[src/include/mbox_host_pkg.sv]
package mbox_host_pkg;

    // device map seen through one port
    localparam int WORD_W = 9;
    localparam int ADDR_W = 9;
    localparam logic [8:0] MBOX_X_ADDR = 9'h000;
    localparam logic [8:0] MBOX_Y_ADDR = 9'h1FF;
    localparam int FLAG_REQ_BIT = 0;
    localparam int FLAG_ENA_BIT = 1;
    localparam int FLAG_ACK_BIT = 2;

    // controller registers on the apb side
    localparam logic [11:0] CTRL_OFF = 12'h000;
    localparam logic [11:0] ADDR_OFF = 12'h004;
    localparam logic [11:0] WDATA_OFF = 12'h008;
    localparam logic [11:0] RDATA_OFF = 12'h00C;
    localparam logic [11:0] STATUS_OFF = 12'h010;
    localparam int CTRL_START_BIT = 0;
    localparam int CTRL_OP_LSB = 1;
    localparam int STAT_BUSY_BIT = 0;
    localparam int STAT_DONE_BIT = 1;
    localparam int STAT_IRQ_BIT = 2;
    localparam logic [8:0] ADDR_RESET = 9'h000;
    localparam logic [8:0] DATA_RESET = 9'h000;

    // pin timing in ns and the clock period
    localparam int CLK_PERIOD_NS = 100;
    localparam int ADDR_HOLD_NS = 20;
    localparam int OUTPUT_ACCESS_NS = 55;
    localparam int SELECT_ACCESS_NS = 120;
    localparam int SELECT_RECOVERY_NS = 30;
    localparam int WRITE_DATA_SETUP_NS = 40;
    localparam int WRITE_DATA_HOLD_NS = 10;
    localparam int SELECT_TO_WRITE_END_NS = 120;
    localparam int OUTPUT_OFF_TO_FLOAT_NS = 40;
    localparam int SYNC_STAGES = 2;

    // least time in whole cycles, never below one
    function automatic int cyc_min(input int ns);
        int c;
        c = (ns + CLK_PERIOD_NS - 1) / CLK_PERIOD_NS;
        return (c < 1) ? 1 : c;
    endfunction

    function automatic int max2(input int a, input int b);
        return (a > b) ? a : b;
    endfunction

    localparam logic [3:0] ADDR_HOLD_CYC = 4'(cyc_min(ADDR_HOLD_NS));
    localparam logic [3:0] READ_WAIT_CYC =
        4'(max2(cyc_min(OUTPUT_ACCESS_NS), cyc_min(SELECT_ACCESS_NS)) + SYNC_STAGES);
    localparam logic [3:0] WRITE_PULSE_CYC =
        4'(max2(cyc_min(SELECT_TO_WRITE_END_NS), cyc_min(WRITE_DATA_SETUP_NS)));
    localparam logic [3:0] WRITE_HOLD_CYC = 4'(cyc_min(WRITE_DATA_HOLD_NS));
    localparam logic [3:0] FLOAT_CYC = 4'(cyc_min(OUTPUT_OFF_TO_FLOAT_NS));
    localparam logic [3:0] RECOVERY_CYC = 4'(cyc_min(SELECT_RECOVERY_NS));

    typedef enum logic [1:0] {
        OP_READ,
        OP_WRITE,
        OP_RMW,
        OP_SPARE
    } op_t;

    typedef enum {
        ST_IDLE,
        ST_ADDR,
        ST_HOLD,
        ST_TURN,
        ST_ACCESS,
        ST_RMW_FLOAT,
        ST_WPULSE,
        ST_WHOLD,
        ST_RECOVER
    } state_t;

endpackage

[src/hw/sync_two_stage.sv]
`timescale 1ns/1ps
// two flip-flop synchroniser for pin inputs
module sync_two_stage #(
    parameter int WIDTH = 1,
    parameter logic [WIDTH-1:0] INIT = '0
) (
    input wire logic pclk,
    input wire logic presetn,
    input wire logic [WIDTH-1:0] async_in,
    output logic [WIDTH-1:0] sync_out
);
    logic [WIDTH-1:0] meta_reg;
    logic [WIDTH-1:0] stable_reg;

    // first stage feeds only the second stage
    always_ff @(posedge pclk or negedge presetn) begin
        if (!presetn) begin
            meta_reg <= INIT;
            stable_reg <= INIT;
        end else begin
            meta_reg <= async_in;
            stable_reg <= meta_reg;
        end
    end

    assign sync_out = stable_reg;
endmodule

[src/hw/mbox_host.sv]
// The APB slave port was left to the implementer.
`timescale 1ns/1ps
// apb-controlled master for one port of the dual-port mailbox memory
module mbox_host
    import mbox_host_pkg::*;
(
    input wire logic pclk,
    input wire logic presetn,
    input wire logic [11:0] paddr,
    input wire logic psel,
    input wire logic penable,
    input wire logic pwrite,
    input wire logic [31:0] pwdata,
    output logic [31:0] prdata,
    output logic pready,
    output logic pslverr,
    input wire logic [8:0] ad_in,
    output logic [8:0] ad_out,
    output logic ad_oe,
    output logic ce_n,
    output logic oe_n,
    output logic we_n,
    input wire logic int_n
);
    state_t state_reg;
    op_t op_reg;
    logic [3:0] cnt_reg;
    logic [8:0] addr_reg;
    logic [8:0] wdata_reg;
    logic [8:0] rdata_reg;
    logic busy_reg;
    logic done_reg;
    logic go_reg;
    op_t go_op_reg;
    logic [31:0] prdata_reg;
    logic pready_reg;
    logic pslverr_reg;
    logic [8:0] ad_out_reg;
    logic ad_oe_reg;
    logic ce_n_reg;
    logic oe_n_reg;
    logic we_n_reg;
    logic [8:0] ad_sync;
    logic int_sync_n;
    logic apb_fire;
    logic apb_wr;
    logic mapped;
    logic last_cyc;
    logic fin_pulse;

    // pin inputs cross into pclk through two flops
    sync_two_stage #(.WIDTH(WORD_W), .INIT(9'h000)) u_ad_sync (
        .pclk(pclk),
        .presetn(presetn),
        .async_in(ad_in),
        .sync_out(ad_sync)
    );

    sync_two_stage #(.WIDTH(1), .INIT(1'b1)) u_int_sync (
        .pclk(pclk),
        .presetn(presetn),
        .async_in(int_n),
        .sync_out(int_sync_n)
    );

    // apb access completes in the second access cycle
    assign apb_fire = psel && penable && pready_reg;
    assign apb_wr = apb_fire && pwrite;
    assign mapped = (paddr == CTRL_OFF) || (paddr == ADDR_OFF) || (paddr == WDATA_OFF)
        || (paddr == RDATA_OFF) || (paddr == STATUS_OFF);
    assign last_cyc = (cnt_reg == 4'h1);
    assign fin_pulse = (state_reg == ST_RECOVER) && last_cyc;

    // apb ready and read data, both registered
    always_ff @(posedge pclk or negedge presetn) begin
        if (!presetn) begin
            pready_reg <= 1'b0;
            pslverr_reg <= 1'b0;
            prdata_reg <= 32'h0000_0000;
        end else begin
            pready_reg <= psel && penable && !pready_reg;
            pslverr_reg <= psel && penable && !pready_reg && !mapped;
            prdata_reg <= 32'h0000_0000;
            if (psel && penable && !pready_reg && !pwrite) begin
                case (paddr)
                    ADDR_OFF: prdata_reg <= {23'h000000, addr_reg};
                    WDATA_OFF: prdata_reg <= {23'h000000, wdata_reg};
                    RDATA_OFF: prdata_reg <= {23'h000000, rdata_reg};
                    STATUS_OFF: begin
                        prdata_reg[STAT_BUSY_BIT] <= busy_reg;
                        prdata_reg[STAT_DONE_BIT] <= done_reg;
                        prdata_reg[STAT_IRQ_BIT] <= !int_sync_n;
                    end
                    default: prdata_reg <= 32'h0000_0000;
                endcase
            end
        end
    end

    // address and write data registers; frozen while a cycle runs
    always_ff @(posedge pclk or negedge presetn) begin
        if (!presetn) begin
            addr_reg <= ADDR_RESET;
            wdata_reg <= DATA_RESET;
        end else if (apb_wr && !busy_reg) begin
            if (paddr == ADDR_OFF) begin
                addr_reg <= pwdata[8:0];
            end
            if (paddr == WDATA_OFF) begin
                wdata_reg <= pwdata[8:0];
            end
        end
    end

    // start request; ignored while busy
    always_ff @(posedge pclk or negedge presetn) begin
        if (!presetn) begin
            go_reg <= 1'b0;
            go_op_reg <= OP_READ;
        end else begin
            go_reg <= apb_wr && !busy_reg && !go_reg && (paddr == CTRL_OFF)
                && pwdata[CTRL_START_BIT] && (op_t'(pwdata[CTRL_OP_LSB +: 2]) != OP_SPARE);
            go_op_reg <= op_t'(pwdata[CTRL_OP_LSB +: 2]);
        end
    end

    // done flag: completion wins over a software clear in the same cycle
    always_ff @(posedge pclk or negedge presetn) begin
        if (!presetn) begin
            done_reg <= 1'b0;
        end else if (fin_pulse) begin
            done_reg <= 1'b1;
        end else if (apb_wr && (paddr == STATUS_OFF) && pwdata[STAT_DONE_BIT]) begin
            done_reg <= 1'b0;
        end
    end

    // pin sequencer: one state per phase, counter gives each phase its length except the one-cycle ST_ADDR and ST_TURN
    always_ff @(posedge pclk or negedge presetn) begin
        if (!presetn) begin
            state_reg <= ST_IDLE;
            op_reg <= OP_READ;
            cnt_reg <= 4'h0;
            busy_reg <= 1'b0;
            rdata_reg <= DATA_RESET;
            ad_out_reg <= 9'h000;
            ad_oe_reg <= 1'b0;
            ce_n_reg <= 1'b1;
            oe_n_reg <= 1'b1;
            we_n_reg <= 1'b1;
        end else begin
            if (cnt_reg != 4'h0) begin
                cnt_reg <= cnt_reg - 4'h1;
            end
            case (state_reg)
                ST_IDLE: begin
                    if (go_reg) begin
                        op_reg <= go_op_reg;
                        busy_reg <= 1'b1;
                        ad_out_reg <= addr_reg;
                        ad_oe_reg <= 1'b1;
                        state_reg <= ST_ADDR;
                    end
                end
                ST_ADDR: begin
                    ce_n_reg <= 1'b0;
                    cnt_reg <= ADDR_HOLD_CYC;
                    state_reg <= ST_HOLD;
                end
                ST_HOLD: begin
                    if (last_cyc) begin
                        if (op_reg == OP_WRITE) begin
                            ad_out_reg <= wdata_reg;
                            we_n_reg <= 1'b0;
                            cnt_reg <= WRITE_PULSE_CYC;
                            state_reg <= ST_WPULSE;
                        end else begin
                            ad_oe_reg <= 1'b0; // release before outputs turn on
                            state_reg <= ST_TURN;
                        end
                    end
                end
                ST_TURN: begin
                    oe_n_reg <= 1'b0;
                    cnt_reg <= READ_WAIT_CYC;
                    state_reg <= ST_ACCESS;
                end
                ST_ACCESS: begin
                    if (last_cyc) begin
                        rdata_reg <= ad_sync;
                        oe_n_reg <= 1'b1;
                        cnt_reg <= FLOAT_CYC;
                        if (op_reg == OP_RMW) begin
                            state_reg <= ST_RMW_FLOAT;
                        end else begin
                            ce_n_reg <= 1'b1;
                            cnt_reg <= 4'(max2(FLOAT_CYC, RECOVERY_CYC));
                            state_reg <= ST_RECOVER;
                        end
                    end
                end
                ST_RMW_FLOAT: begin
                    if (last_cyc) begin
                        ad_out_reg <= wdata_reg;
                        ad_oe_reg <= 1'b1;
                        we_n_reg <= 1'b0;
                        cnt_reg <= WRITE_PULSE_CYC;
                        state_reg <= ST_WPULSE;
                    end
                end
                ST_WPULSE: begin
                    if (last_cyc) begin
                        we_n_reg <= 1'b1;
                        ce_n_reg <= 1'b1;
                        cnt_reg <= WRITE_HOLD_CYC;
                        state_reg <= ST_WHOLD;
                    end
                end
                ST_WHOLD: begin
                    if (last_cyc) begin
                        ad_oe_reg <= 1'b0;
                        cnt_reg <= RECOVERY_CYC;
                        state_reg <= ST_RECOVER;
                    end
                end
                ST_RECOVER: begin
                    if (last_cyc) begin
                        busy_reg <= 1'b0;
                        state_reg <= ST_IDLE;
                    end
                end
                default: begin
                    state_reg <= ST_IDLE;
                end
            endcase
        end
    end

    // outputs straight from flops
    assign prdata = prdata_reg;
    assign pready = pready_reg;
    assign pslverr = pslverr_reg;
    assign ad_out = ad_out_reg;
    assign ad_oe = ad_oe_reg;
    assign ce_n = ce_n_reg;
    assign oe_n = oe_n_reg;
    assign we_n = we_n_reg;
endmodule

[config.mk]
export PLATFORM = sky130hd
export DESIGN_NAME = mbox_host
export DESIGN_NICKNAME = d
export VERILOG_FILES = /design/src/include/mbox_host_pkg.sv /design/src/hw/sync_two_stage.sv /design/src/hw/mbox_host.sv
export SDC_FILE = /design/constraint.sdc
export NUM_CORES = 1
export LEC_CHECK = 0
export ABC_AREA = 0
export BUFFER_PORTS_ARGS = -buffer_cell sky130_fd_sc_hd__buf_2
export CAP_MARGIN = 5
export CORE_MARGIN = 2
export CORE_UTILIZATION = 55
export CTS_BUF_LIST = sky130_fd_sc_hd__clkbuf_4
export DETAILED_ROUTE_END_ITERATION = 16
export PLACE_DENSITY = 0.83
export SYNTH_ARGS = -nofsm -noshare
export SYNTH_HDL_FRONTEND = slang
export SYNTH_SLANG_ARGS = --single-unit
[constraint.sdc]
create_clock -name pclk -period 2.1 [get_ports pclk]
set_clock_uncertainty 0.1 [all_clocks]
set_input_delay 0 -clock pclk [delete_from_list [all_inputs] [get_ports pclk]]
set_output_delay 0 -clock pclk [all_outputs]
set_load 0.03 [all_outputs]
==> results.cfg <==
[logic_synthesis]
ys_top_cells_by_area = dfrtp_1, mux2_2, buf_4
synth_cell_types = 55
synth_async_sr_flop_share = 1.000
syn-instance-count = 334
yosys.cell_count.top_type = dfrtp_1
netlist.top_cell.by_area = dfrtp_1
netlist_area_um2 = 4048
yosys_warnings = 0
ys.flop_type = dfrtp_1
avgSynthCellArea_um2 = 12.12
synth_sequential_area_ratio = 0.5332
synth_commonest_cells = dfrtp_1, mux2_2, buf_4
synthDominantCellAreaShare = 0.5008
yosys_register_bits = 86
number_of_synthesized_flops_with_an_enable_pin = 0

[drt]
drt-initial-drc-count = 217
wl_final_mm = 9.574
route.detailed.wl_per_inst_um = 17.25
drtAntennaViolNets = 0
remaining_drc_errors = 0
drt_pass1_iterations = 4
dr_total_vias = 2971
route.detailed.vias_per_inst = 5.353

[flow_run]
maxCapViolations = 0

[pwr]
seq_power_share = 0.453
power.density_cell_area_nw_per_um2 = 856.0
ir_drop_v = 0.0006573
swShare = 0.3675
power.combinational.fraction = 0.328
share_clk_of_total_power = 0.218
cellLeakagePower_nw = 2.498
internal_power_mw = 2.753
report.power.total_mw = 4.352
net_switching_mw = 1.599

[placement]
gp_congestion = 0.8111
placement.io_buffers = 59
place_hpwl_mm = 5.812
placed_area_um2 = 4474
detailedPlace.worstSlack_ns = 0.1737

[floorplanning]
initial_core_util = 0.5641
dieWidth_um = 89.79
floorplan.io_pins = 106
design.core.area_um2 = 7176
die_y_um = 89.79
floorplan.die_area_um2 = 8061
floorplan.rows = 31

[grt]
globalRouteMet2Util = 0.4173
number_of_global_route_vias_before_repair = 3074
grtUsageMet3 = 0.04694
overflow = 0
maximum_number_of_pins_on_one_net_before_global_route_repair = 53
grt_util_all_layers = 0.2465
global_route.peak_usage_layer = met2
initial_antenna_violation_count = 0
met1_usage = 0.3082
grt_first_pass_wirelength_mm = 15.53

[final_layout]
final_cell_area_um2 = 5085
final_core_utilization = 0.7086
finish.net_count = 512
layout-drive-gt1-share = 0.3750
antennaDiodeCount = 0
layout_overhead_on_the_synthesized_area_pct = 25.63

[cts]
tritoncts_clock_tree = done
cts_sinks = 86
clock_tree.root_cell = clkbuf_4
clk_pin_slew_ns = 0.16
ctsLongestPathBuffers = 2
clock_tree.htree_level_count = 3
clock_latency_ns = 0.44
cts_buffers = 9

[timing]
final_min_period_over_clock_period = 1.005
setup_slack_ns = -0.01011
timing.fmax_mhz = 473.9
final.hold.worst_slack_ns = 0.07961
report.final.slew_viol_count = 0
period_needed_ns = 2.110
final-setup-viol-count = 1
timing.final.hold_violations = 0

[critical_path]
worst_ep_arrival_time_ns = 2.35
worstSetupPathType = reg -> reg
worstSetupStartpointType = flop
crit_fanout = 5
endpoint_class_of_the_critical_path = flop
timing.critical_path.required_ns = 2.34
ff2ff_setup_slack_ns = -0.01

[outcome]
status = finished with violations
failed_checks = negative setup slack

[min_path]
hold_class = in -> reg
==> worst max-delay path, cell delays in order (launching register included) <==
cell and delay (ns):
dfrtp_1 0.44, nand4_1 0.16, dlygate4sd3_1 0.59, or4_1 0.49
a32o_1 0.23
==> path summary, 6_finish.rpt <==
check | start | end | cells after the start
worst min register to register | u_ad_sync.meta_reg[2] | u_ad_sync.sync_out[2] | 0
worst min-delay path | ad_in[6] | u_ad_sync.meta_reg[6] | 2
max in group asynchronous | presetn | u_int_sync.meta_reg | 4
worst max-delay path | pready | done_reg | 4
worst max register to register | pready | done_reg | 4
min in group asynchronous | presetn | ce_n | 3
==> cell usage in the layout (no fill, tap or decap), types with 3 or more instances in the layout <==
cell type	netlist	routed
clkbuf_4	0	9
inv_1	8	8
a211oi_1	3	3
nor2_1	21	21
or3_1	3	3
mux2i_1	6	6
dfstp_2	5	5
nor2b_1	8	8
mux2_2	53	53
nor3b_1	7	7
nand2b_1	6	6
nand3_1	3	3
buf_4	23	20
o21a_1	3	3
a22oi_1	8	8
conb_1	1	23
o21ai_0	10	10
nor3_1	9	6
a21oi_1	7	7
a31oi_1	4	4
nand2_1	9	9
buf_12	0	3
inv_8	0	3
nor3_2	0	3
dlygate4sd3_1	0	41
and3b_1	3	3
buf_2	7	58
dfrtp_1	81	81
==> cell families after synthesis <==
family,count (synthesis),share of synthesized area
and+or+nand+nor,89,0.1385
DFF,86,0.5332
muxes,59,0.1623
AOI/OAI and AO/OA,48,0.08625
buffers and inverters,46,0.06615
xor gates and xnor gates,3,0.006493
adders and majority gates,2,0.006181
other,1,0.0009265
==> what timing repair did <==
item / 4_1_cts / 5_1_grt
setup endpoints to repair: 0 / 5
buffers inserted: 0 / 3
hold buffers: 42 / 0
gates resized for setup: 0 / 3
hold endpoints to repair: 122 / 0
==> layout make-up <==
cell class                 instances  area (um2)
inverter                           8       30.03
clock inverter                     7       75.07
fill                             479        2091
sequential                        86        2158
timing repair buffer             122       910.9
multi-input combinational        224        1719
tap                               99       123.9
clock buffer                       9       67.56
==> power groups by stage <==
| stage | combinational [mW] | sequential [mW] | clock, mW |
|---|---|---|---|
| finish | 1.43 | 1.97 | 0.950 |
| global placement | 1.30 | 1.99 | 0 |
| global route | 1.56 | 2.00 | 1.04 |
| floorplan | 0.923 | 2.04 | 0 |
| CTS | 1.41 | 1.97 | 0.962 |
| detailed placement | 1.34 | 2.00 | 0 |
==> through the flow <==
step / TNS (ns) / cells
after global placement: 0 / 494
after global routing: -0.04560 / 555
final: -0.01011 / 555
after floorplan: 0 / 356
after detailed placement: 0 / 494
after CTS: 0 / 552
==> per-layer routing <==
layer	wire, um	part of all wire
met5	0	0
met4	229	0.024
met3	502	0.052
met2	4971	0.52
met1	3871	0.40
(Power assumes the default switching activity.)
